===== src/inc/timer16_defs.svh =====
`ifndef TIMER16_DEFS_SVH
`define TIMER16_DEFS_SVH
// Register byte offsets
`define T16_OFS_CNT_HIGH 8'h00
`define T16_OFS_CNT_LOW 8'h04
`define T16_OFS_SHD_HIGH 8'h08
`define T16_OFS_SHD_LOW 8'h0C
`define T16_OFS_STATUS 8'h10
`define T16_OFS_CTRL_ONE 8'h14
`define T16_OFS_CTRL_TWO 8'h18
// Field positions
`define T16_BIT_OVF_FLAG 0
`define T16_BIT_OVF_IRQ_EN 0
`define T16_BIT_CLK_SEL_LO 0
`define T16_BIT_CLK_SEL_HI 1
`define T16_BIT_EXT_EDGE 2
// Reset and reload values
`define T16_CNT_RESET 16'hFFFC
`define T16_CNT_MAX 16'hFFFF
`define T16_CTRL_RESET 8'h00
// Prescaler masks: divide by 2, 4, 8
`define T16_PRESC_DIV2 3'h1
`define T16_PRESC_DIV4 3'h3
`define T16_PRESC_DIV8 3'h7
`define T16_CLK_SEL_EXT 2'h3
// Bus answers
`define T16_RESP_OKAY 2'h0
`define T16_RESP_SLVERR 2'h2
`endif


===== src/inc/timer16_pkg.sv =====
package timer16_pkg;
    typedef struct packed {
        logic awvalid;
        logic [7:0] awaddr;
        logic wvalid;
        logic [31:0] wdata;
        logic [3:0] wstrb;
        logic bready;
        logic arvalid;
        logic [7:0] araddr;
        logic rready;
    } axi_req_t;
    typedef struct packed {
        logic awready;
        logic wready;
        logic bvalid;
        logic [1:0] bresp;
        logic arready;
        logic rvalid;
        logic [31:0] rdata;
        logic [1:0] rresp;
    } axi_rsp_t;
    typedef enum logic [2:0] {
        REG_CNT_HIGH = 3'b000,
        REG_CNT_LOW = 3'b001,
        REG_SHD_HIGH = 3'b010,
        REG_SHD_LOW = 3'b011,
        REG_STATUS = 3'b100,
        REG_CTRL_ONE = 3'b101,
        REG_CTRL_TWO = 3'b110,
        REG_NONE = 3'b111
    } reg_sel_t;
endpackage


===== src/rtl/timer16_counter_overflow.sv =====
// Behaviour
// - Internal tick is CPU clock over 2/4/8
// - 16-bit up-counter as high and low bytes
// - Low byte writes force counter to FFFCh
// - Reset value FFFCh, the only reload
// - Two read-only views, same count
// - High read first buffers the low byte
// - Buffer holds until low byte read
// - Lone low read returns live low byte
// - Rollover FFFFh to 0000h sets overflow flag
// - Interrupt only if enabled and unmasked
// - Clear: status read, then low access
// - Shadow low access never clears flag
// - Counter unaffected by wait mode
// - Halt stops counter, resumes held count
// - Unbonded input seen as logic one
// - Instances independent, in step after reset
// - Both select bits one picks external clock
// - Edge select picks active external edge
//
// Design decisions made here: the AXI4-Lite register port and the register offsets.
`timescale 1ns/10ps
`default_nettype none
`include "timer16_defs.svh"

module timer16_counter_overflow #(
    parameter bit EXT_PIN_BONDED = 1'b1
) (
    input wire logic core_clk,
    input wire logic rst,
    input wire logic clkEn,
    input wire timer16_pkg::axi_req_t axiReq,
    output timer16_pkg::axi_rsp_t axiRsp,
    input wire logic extTimerClockPin,
    input wire logic cpuIrqMask,
    input wire logic haltMode,
    output logic timerIrq
);
    import timer16_pkg::*;

    typedef struct packed {
        axi_rsp_t rsp;
        logic awHeld;
        logic [7:0] awAddr;
        logic wHeld;
        logic [31:0] wData;
        logic [15:0] count;
        logic [2:0] presc;
        logic [2:0] extSync;
        logic extLvl;
        logic seqOpen;
        logic [7:0] lowBuf;
        logic ovfFlag;
        logic clrArmed;
        logic [7:0] ctrlOne;
        logic [7:0] ctrlTwo;
        logic irq;
    } state_t;

    state_t st_r;
    state_t st_nxt;

    // =========================================================
    // Address decode
    function automatic reg_sel_t decodeReg(input logic [7:0] addr);
        reg_sel_t sel;
        sel = REG_NONE;
        unique case (addr)
            `T16_OFS_CNT_HIGH: sel = REG_CNT_HIGH;
            `T16_OFS_CNT_LOW: sel = REG_CNT_LOW;
            `T16_OFS_SHD_HIGH: sel = REG_SHD_HIGH;
            `T16_OFS_SHD_LOW: sel = REG_SHD_LOW;
            `T16_OFS_STATUS: sel = REG_STATUS;
            `T16_OFS_CTRL_ONE: sel = REG_CTRL_ONE;
            `T16_OFS_CTRL_TWO: sel = REG_CTRL_TWO;
            default: sel = REG_NONE;
        endcase
        return sel;
    endfunction

    // =========================================================
    // Bus answer code for a decoded register
    function automatic logic [1:0] respFor(input reg_sel_t sel);
        logic [1:0] code;
        code = `T16_RESP_OKAY;
        if (sel == REG_NONE) begin
            code = `T16_RESP_SLVERR;
        end
        return code;
    endfunction

    // =========================================================
    // Prescaler mask for the internal tick
    function automatic logic [2:0] prescMask(input logic [1:0] sel);
        logic [2:0] mask;
        mask = `T16_PRESC_DIV8;
        unique case (sel)
            2'h0: mask = `T16_PRESC_DIV2;
            2'h1: mask = `T16_PRESC_DIV4;
            2'h2: mask = `T16_PRESC_DIV8;
            2'h3: mask = `T16_PRESC_DIV8;
        endcase
        return mask;
    endfunction

    // =========================================================
    // Synchroniser stages agree on a new level
    function automatic logic syncAgreed(input logic [2:0] sync,
            input logic lvl);
        return (sync[2] == sync[1]) && (sync[2] != lvl);
    endfunction

    // =========================================================
    // Selected external edge: 0 rising, 1 falling
    function automatic logic activeEdge(input logic lvl,
            input logic fallSel);
        return lvl == ~fallSel;
    endfunction

    // =========================================================
    // Rollover point of the count
    function automatic logic isWrap(input logic [15:0] c);
        return c == `T16_CNT_MAX;
    endfunction

    // =========================================================
    // One count step, wrapping to zero
    function automatic logic [15:0] stepCount(input logic [15:0] c);
        return c + 16'h0001;
    endfunction

    // =========================================================
    // Byte registers sit in the low lane
    function automatic logic [31:0] rdWord(input logic [7:0] b);
        return {24'h000000, b};
    endfunction

    // =========================================================
    // Low byte seen by a read: buffered inside a sequence
    function automatic logic [7:0] lowSeen(input logic inSeq,
            input logic [7:0] held, input logic [7:0] live);
        return inSeq ? held : live;
    endfunction

    // =========================================================
    // Next state
    always_comb begin
        logic pinIn;
        logic extEdge;
        logic [1:0] clkSel;
        logic [2:0] mask;
        logic tick;
        logic ovf;
        logic wrDo;
        logic rdDo;
        logic lowTouch;
        reg_sel_t wrSel;
        reg_sel_t rdSel;
        logic [7:0] rdByte;
        pinIn = EXT_PIN_BONDED ? extTimerClockPin : 1'b1;
        extEdge = 1'b0;
        clkSel = {st_r.ctrlTwo[`T16_BIT_CLK_SEL_HI],
            st_r.ctrlTwo[`T16_BIT_CLK_SEL_LO]};
        mask = prescMask(clkSel);
        tick = 1'b0;
        ovf = 1'b0;
        wrDo = 1'b0;
        rdDo = 1'b0;
        lowTouch = 1'b0;
        wrSel = decodeReg(st_r.awAddr);
        rdSel = decodeReg(axiReq.araddr);
        rdByte = 8'h00;
        st_nxt = st_r;

        // =====================================================
        // External pin synchroniser and edge detect
        st_nxt.extSync = {st_r.extSync[1:0], pinIn};
        if (syncAgreed(st_r.extSync, st_r.extLvl)) begin
            st_nxt.extLvl = st_r.extSync[2];
            extEdge = activeEdge(st_r.extSync[2],
                st_r.ctrlTwo[`T16_BIT_EXT_EDGE]);
        end

        // =====================================================
        // Tick source and counter
        if (!haltMode) begin
            // Wait mode has no input here: counting continues
            if (clkSel == `T16_CLK_SEL_EXT) begin
                tick = extEdge;
            end else begin
                st_nxt.presc = st_r.presc + 3'h1;
                tick = ((st_r.presc & mask) == mask);
                if (tick) begin
                    st_nxt.presc = 3'h0;
                end
            end
        end

        // =====================================================
        // Counter step
        if (tick) begin
            st_nxt.count = stepCount(st_r.count);
            ovf = isWrap(st_r.count);
        end

        // =====================================================
        // Write channel
        if (axiReq.awvalid && st_r.rsp.awready) begin
            st_nxt.awHeld = 1'b1;
            st_nxt.awAddr = axiReq.awaddr;
        end
        if (axiReq.wvalid && st_r.rsp.wready) begin
            st_nxt.wHeld = 1'b1;
            st_nxt.wData = axiReq.wdata;
        end
        if (st_r.awHeld && st_r.wHeld && !st_r.rsp.bvalid) begin
            wrDo = 1'b1;
            st_nxt.awHeld = 1'b0;
            st_nxt.wHeld = 1'b0;
            st_nxt.rsp.bvalid = 1'b1;
            st_nxt.rsp.bresp = respFor(wrSel);
        end
        if (st_r.rsp.bvalid && axiReq.bready) begin
            st_nxt.rsp.bvalid = 1'b0;
        end

        // =====================================================
        // Write decode
        if (wrDo) begin
            unique case (wrSel)
                REG_CNT_LOW: begin
                    st_nxt.count = `T16_CNT_RESET;
                    st_nxt.presc = 3'h0;
                    ovf = 1'b0;
                    lowTouch = 1'b1;
                end
                REG_SHD_LOW: begin
                    st_nxt.count = `T16_CNT_RESET;
                    st_nxt.presc = 3'h0;
                    ovf = 1'b0;
                end
                REG_CTRL_ONE: begin
                    st_nxt.ctrlOne = st_r.wData[7:0];
                end
                REG_CTRL_TWO: st_nxt.ctrlTwo = st_r.wData[7:0];
                default: ;
            endcase
        end

        // =====================================================
        // Channel readiness
        st_nxt.rsp.awready = !st_nxt.awHeld && !st_nxt.rsp.bvalid;
        st_nxt.rsp.wready = !st_nxt.wHeld && !st_nxt.rsp.bvalid;

        // =====================================================
        // Read channel
        if (axiReq.arvalid && st_r.rsp.arready) begin
            rdDo = 1'b1;
        end
        if (rdDo) begin
            unique case (rdSel)
                REG_CNT_HIGH, REG_SHD_HIGH: begin
                    rdByte = st_r.count[15:8];
                    if (!st_r.seqOpen) begin
                        st_nxt.seqOpen = 1'b1;
                        st_nxt.lowBuf = st_r.count[7:0];
                    end
                end
                REG_CNT_LOW, REG_SHD_LOW: begin
                    // Buffered byte inside a sequence, live after
                    rdByte = lowSeen(st_r.seqOpen, st_r.lowBuf,
                        st_r.count[7:0]);
                    st_nxt.seqOpen = 1'b0;
                    if (rdSel == REG_CNT_LOW) begin
                        lowTouch = 1'b1;
                    end
                end
                REG_STATUS: begin
                    rdByte = {7'h00, st_r.ovfFlag};
                    if (st_r.ovfFlag) begin
                        st_nxt.clrArmed = 1'b1;
                    end
                end
                REG_CTRL_ONE: rdByte = st_r.ctrlOne;
                REG_CTRL_TWO: rdByte = st_r.ctrlTwo;
                default: rdByte = 8'h00;
            endcase
            st_nxt.rsp.rvalid = 1'b1;
            st_nxt.rsp.rdata = rdWord(rdByte);
            st_nxt.rsp.rresp = respFor(rdSel);
        end else if (st_r.rsp.rvalid && axiReq.rready) begin
            st_nxt.rsp.rvalid = 1'b0;
        end
        st_nxt.rsp.arready = !st_nxt.rsp.rvalid;

        // =====================================================
        // Overflow flag: set wins over clear
        if (lowTouch && st_r.clrArmed) begin
            st_nxt.ovfFlag = 1'b0;
            st_nxt.clrArmed = 1'b0;
        end
        if (ovf) begin
            st_nxt.ovfFlag = 1'b1;
        end

        // =====================================================
        // Interrupt request
        // Flag stays pending until enable and mask allow
        st_nxt.irq = st_nxt.ovfFlag &&
            st_nxt.ctrlOne[`T16_BIT_OVF_IRQ_EN] && !cpuIrqMask;
    end

    // =========================================================
    // State register
    always_ff @(posedge core_clk or posedge rst) begin
        if (rst) begin
            st_r.rsp.bvalid <= 1'b0;
            st_r.rsp.bresp <= `T16_RESP_OKAY;
            st_r.rsp.rvalid <= 1'b0;
            st_r.rsp.rdata <= 32'h00000000;
            st_r.rsp.rresp <= `T16_RESP_OKAY;
            st_r.awHeld <= 1'b0;
            st_r.awAddr <= 8'h00;
            st_r.wHeld <= 1'b0;
            st_r.wData <= 32'h00000000;
            st_r.presc <= 3'h0;
            st_r.seqOpen <= 1'b0;
            st_r.lowBuf <= 8'h00;
            st_r.ovfFlag <= 1'b0;
            st_r.clrArmed <= 1'b0;
            st_r.irq <= 1'b0;
            st_r.rsp.awready <= 1'b1;
            st_r.rsp.wready <= 1'b1;
            st_r.rsp.arready <= 1'b1;
            st_r.count <= `T16_CNT_RESET;
            st_r.extSync <= 3'h7;
            st_r.extLvl <= 1'b1;
            st_r.ctrlOne <= `T16_CTRL_RESET;
            st_r.ctrlTwo <= `T16_CTRL_RESET;
        end else if (clkEn) begin
            st_r <= st_nxt;
        end
    end

    // =========================================================
    // Outputs
    assign axiRsp = st_r.rsp;
    assign timerIrq = st_r.irq;
endmodule
`default_nettype wire


===== config.mk =====
export PLATFORM = sky130hd
export DESIGN_NAME = timer16_counter_overflow
export DESIGN_NICKNAME = d
export VERILOG_FILES = /design/src/inc/timer16_pkg.sv /design/src/rtl/timer16_counter_overflow.sv
export VERILOG_INCLUDE_DIRS = /design/src /design/src/inc
export SDC_FILE = /design/constraint.sdc
export NUM_CORES = 1
export LEC_CHECK = 0
export BUFFER_PORTS_ARGS = -buffer_cell sky130_fd_sc_hd__buf_2
export CORE_ASPECT_RATIO = 1.5
export CORE_MARGIN = 2
export CORE_UTILIZATION = 55
export CTS_BUF_LIST = sky130_fd_sc_hd__clkbuf_4
export DETAILED_ROUTE_END_ITERATION = 12
export PLACE_DENSITY = 0.79
export SLEW_MARGIN = 20
export SYNTH_ARGS = -nofsm -noshare
export SYNTH_HDL_FRONTEND = slang
export SYNTH_SLANG_ARGS = --single-unit
export TNS_END_PERCENT = 50

===== constraint.sdc =====
create_clock -name core_clk -period 3.2 [get_ports core_clk]
set_input_delay 0.16 -clock core_clk [delete_from_list [all_inputs] [get_ports core_clk]]
set_output_delay 0.16 -clock core_clk [all_outputs]
set_load 0.02 [all_outputs]

### Word level (Yosys, flattened, before mapping)

Cells that the tools add are included.

* logic and storage cells: 145
* bits of input ports: 63
* register bits: 110

* muxes and demuxes: 43
* equality and inequality tests: 32
* reductions and logical operators: 41
* bitwise operators: 3
* add/sub/neg operators: 2

Operators by type and width (number)
* $eq 8x5->1 const B: 6
* $pmux 3 s7: 2
* $pmux 8 s5: 1
* $mux 19: 2
* $mux 33: 1
* $eq 8x4->1 const B: 4
* $mux 1: 23
* $eq 3x3->1 const B: 7
* $mux 9: 2
* $add 16x1->16 const B: 1
* $eq 16x16->1 const B: 1
* $eq 8x3->1 const B: 2
* $logic_not 8->1: 2
* $mux 16: 1
* $mux 8: 2
* $logic_and 1x1->1: 13
* $mux 3: 4
* $reduce_and 2->1: 5
* $eq 3x2->1 const B: 3
* $pmux 3 s3: 1
* $reduce_and 3->1: 3
* $reduce_and 4->1: 2
* $reduce_bool 2->1: 4
* $reduce_or 2->1: 4
* 14 further kinds: 25

### Depth between registers and ports, before layout

* depth after elaboration: 13
* gate-level depth with buffers: 7
* gate-level depth less buffers: 5

### Least setup slack after synthesis

Ideal clock, no wire load.

* path kind: flip-flop to flip-flop
* start: register st_r[89] (netlist name)
* end: register st_r[1] (netlist name)
* path slack: 1.181 ns
* setup time: 0.125 ns
* data arrival time: 1.895 ns
* stages on the path, launching flop included: 6
* cells stage by stage: dfrtp_1 or4_4 nor2_4 inv_2 nor4_4 mux2_2

* cells in the longest elaborated chain, start to end: 4

Ends and longest elaborated chain
* start: declaration: RTL line timer16_counter_overflow.sv:60 `state_t st_r;`
* start signal: assignment: RTL line timer16_counter_overflow.sv:341 `st_r <= st_nxt;`
* $eq 8x5->1, or another cell as far along: RTL line timer16_counter_overflow.sv:68 `unique case (addr)`
* $pmux 3 s7 *: RTL line timer16_counter_overflow.sv:68
* $eq 3x3->1 *: RTL line timer16_counter_overflow.sv:230 `unique case (wrSel)`
* $reduce_and 3->1 (no source line) *

Mark *: on every way between the ends. The rest lies on a longest branch, timed or not.
A chain may end at the register's enable or synchronous reset.

### Worst setup path in the final report

* start: register st_r, in the netlist axiRsp[35]
* end: register st_r[26] (netlist name)

* cells in the longest elaborated chain, start to end: 3

Ends and longest elaborated chain
* $logic_and 1x1->1: RTL line timer16_counter_overflow.sv:257 `if (axiReq.arvalid && st_r.rsp.arready) begin`
* $mux 1: RTL line timer16_counter_overflow.sv:257
* $reduce_and 4->1 (no source line)

No other way between the ends.

==> flow_summary.json <==
{
  "final_core_utilization": 0.638,
  "rows": 39,
  "fin_skew_ps": 12.2,
  "areaGrowthSynthToFinish_pct": 11.3,
  "wl_per_cell_um": 16.6,
  "vias": 3281,
  "r2r-start": "axiRsp[35]",
  "numPortBuffers": 50,
  "hold_depth": 3,
  "avgViaCountPerCell": 5.75,
  "cts_setup_buffers": 0,
  "ctsLongestPathBuffers": 2,
  "root_buffer": "clkbuf_4",
  "fin_crit_sh": 0.698,
  "fin_setup_tns_ps": 0,
  "grt_pass1_wl_um": 15900,
  "antenna_found_initial": 0,
  "routed_wl_um": 9500,
  "dpl.hpwl_um": 6730,
  "drive_above_1_share": 0.320,
  "worstPathRequired_ps": 3530,
  "clk_latency_ps": 440,
  "critPathTopFamily": "simple AND/OR/NAND/NOR gates",
  "cp-start-kind": "flop",
  "powerDensity_nw_per_um2": 635,
  "die_w_um": 76.9,
  "yosysTopAreaCellShare": 0.359,
  "arrival_ps": 2570,
  "min_from": "axiReq[56]",
  "num_io_pins": 105,
  "start_util": 0.573,
  "core_area_um2": 7660,
  "synth_common_cells": "63 x dfrtp_1, 48 x mux2_2, 41 x buf_4",
  "synth_flop_cell": "dfrtp_1",
  "place.gp.congestion": 0.947,
  "maxSlewHeadroom": 0.561,
  "cts_tree": "built",
  "drv_cap": 0,
  "post_cts_resized": 0,
  "overflow": 0,
  "worst_slew_pin_slew_ps": 658,
  "ys_ff_latch": 84,
  "seq_area_um2": 2130,
  "fp.dieH_um": 113,
  "yosysSeqAreaShare": 0.485,
  "netlist_area_um2": 4390,
  "antenna_cells": 0,
  "synthArstFlopShare": 1.00,
  "r2r.worst_path.cells": 4,
  "cp-end-kind": "flop",
  "holdPathEnd": "st_r[92]",
  "reg2reg_to": "st_r[26]",
  "synth_edf_count": 0,
  "setup_violations": 0,
  "fmax_mhz": 447,
  "path_cells": "nand3_1 > nor4_1 > nand3b_2 > mux2_2",
  "yosys.area.top_type": "dfrtp_1",
  "grt_max_degree": 39,
  "detail-route-antenna-nets": 0,
  "nNetsFinal": 529,
  "yosysUniqueCellTypes": 48,
  "hold_viol": 0,
  "cts_buffers": 9,
  "drt_iter0_markers": 216,
  "postLayoutCellArea_um2": 4880,
  "reg2reg_slack_ps": 970,
  "setup.worst_path.class": "flop to flop",
  "setup.worst_path.start": "axiRsp[35]",
  "yosysMostFrequentCell": "dfrtp_1",
  "drv_slew": 0,
  "htreeDepth": 3,
  "syn-instance-count": 406,
  "max_stage_delay_ps": 590,
  "grt_usage": 0.234,
  "path_clk_slew_ps": 120,
  "hp-class": "input pin to flop",
  "critPathBufInv": 0,
  "drc": 0,
  "ir_worst_vdd_mv": 0.519,
  "rsz0062_at_grt": "no",
  "drtPass1Iterations": 4,
  "ys_warn_count": 0,
  "dpl_cell_area_um2": 4540,
  "grt_pass1_vias": 3231,
  "p_leak_nw": 2.24,
  "multi_input_area_um2": 1950,
  "fin_crit_ps": 2230,
  "syn_area_per_cell_um2": 10.8,
  "n_fill_cell": 619,
  "die_area_um2": 8730,
  "cp_max_fo": 11,
  "synth_area_leaders": "dfrtp_1 36%, dfstp_2 13%, mux2_2 12%, buf_4 7.0%, nand2_1 3.3%",
  "status": "finished, final reports clean",
  "critPathSlowestCell": "dfstp_2",
  "clock_sinks": 84
}
[sequential cells by signal, indices dropped and copies added, names as in the netlist]
register,cells
st_r,66
axiRsp,15
st_nxt,2
timerIrq,1
[where the power goes]
| group | switching, mW | total, mW | internal [mW] |
|---|---|---|---|
| combinational | 0.362 | 0.750 | 0.388 |
| clock | 0.353 | 0.594 | 0.241 |
| sequential | 0.343 | 1.76 | 1.42 |
[metal layers]
metal / track usage / routed length, µm / vias to the layer above
li1: - / - / 1522
met1: 0.273 / 3890 / 1641
met2: 0.420 / 4970 / 95
met3: 0.0435 / 359 / 23
met4: 0.0994 / 282 / 0
met5: 0 / 0 / -
[timing repair]
action / CTS / global route
hold buffers: 21 / 0
hold endpoints to repair: 51 / 0
endpoints found under the setup margin: 0 / 0
[cells in the final DEF, fill, tap and decap left out, drive strengths merged, types with 9 or more instances in the layout]
cell	count
dfrtp	63
buf	56
mux2	48
nand2	39
conb	26
o21ai	21
dfstp	21
dlygate4sd3	21
a21oi	19
a22oi	15
nor2	15
xnor2	12
nand3	12
clkbuf	10
a211oi	9
inv	9
[cell families after synthesis]
group	count (synthesis)	synth area share
other	1	0.000854
AOI/OAI and AO/OA	88	0.131
adders and majority gates	2	0.00570
buffers and inverters	65	0.0915
DFF	84	0.485
and+or+nand+nor	104	0.134
muxes	50	0.128
xor gates and xnor gates	12	0.0239
[metrics by stage]
step | total power [mW] | instances | hold slack, ps | worst slack, ps
final | 3.10 | 571 | 58.5 | 965
after CTS | 3.10 | 571 | 31.8 | 971
after global placement | 2.44 | 534 | 254 | 1030
after detailed placement | 2.49 | 534 | 263 | 1010
after global routing | 3.27 | 571 | 58.6 | 753
after floorplan | 2.30 | 431 | 257 | 910
[tightest hold or removal path, delay by kind of cell]
family	cells	cell delay (ps)
AO/OA/AOI/OAI	2	200
buffers and inverters	1	100
[layout make-up]
type                    instances  area share
clock buffers                  10      0.0154
clock inverters                 6      0.0115
inverters                      10     0.00794
repair buffers                 77       0.103
multi-input cells             282       0.400
well taps                     102      0.0261
flip-flops and latches         84       0.436
[worst max-delay path by stage]
stage / endpoint / slack [ps] / depth (start not counted)
after floorplan: axiRsp[1] / 910 / 1
after global placement: st_r[8] / 1030 / 5
after detailed placement: st_r[19] / 1010 / 4
after CTS: st_r[26] / 970 / 4
after global routing: st_r[26] / 750 / 4
final: st_r[26] / 970 / 4
Power figures use the tool's default switching activity.
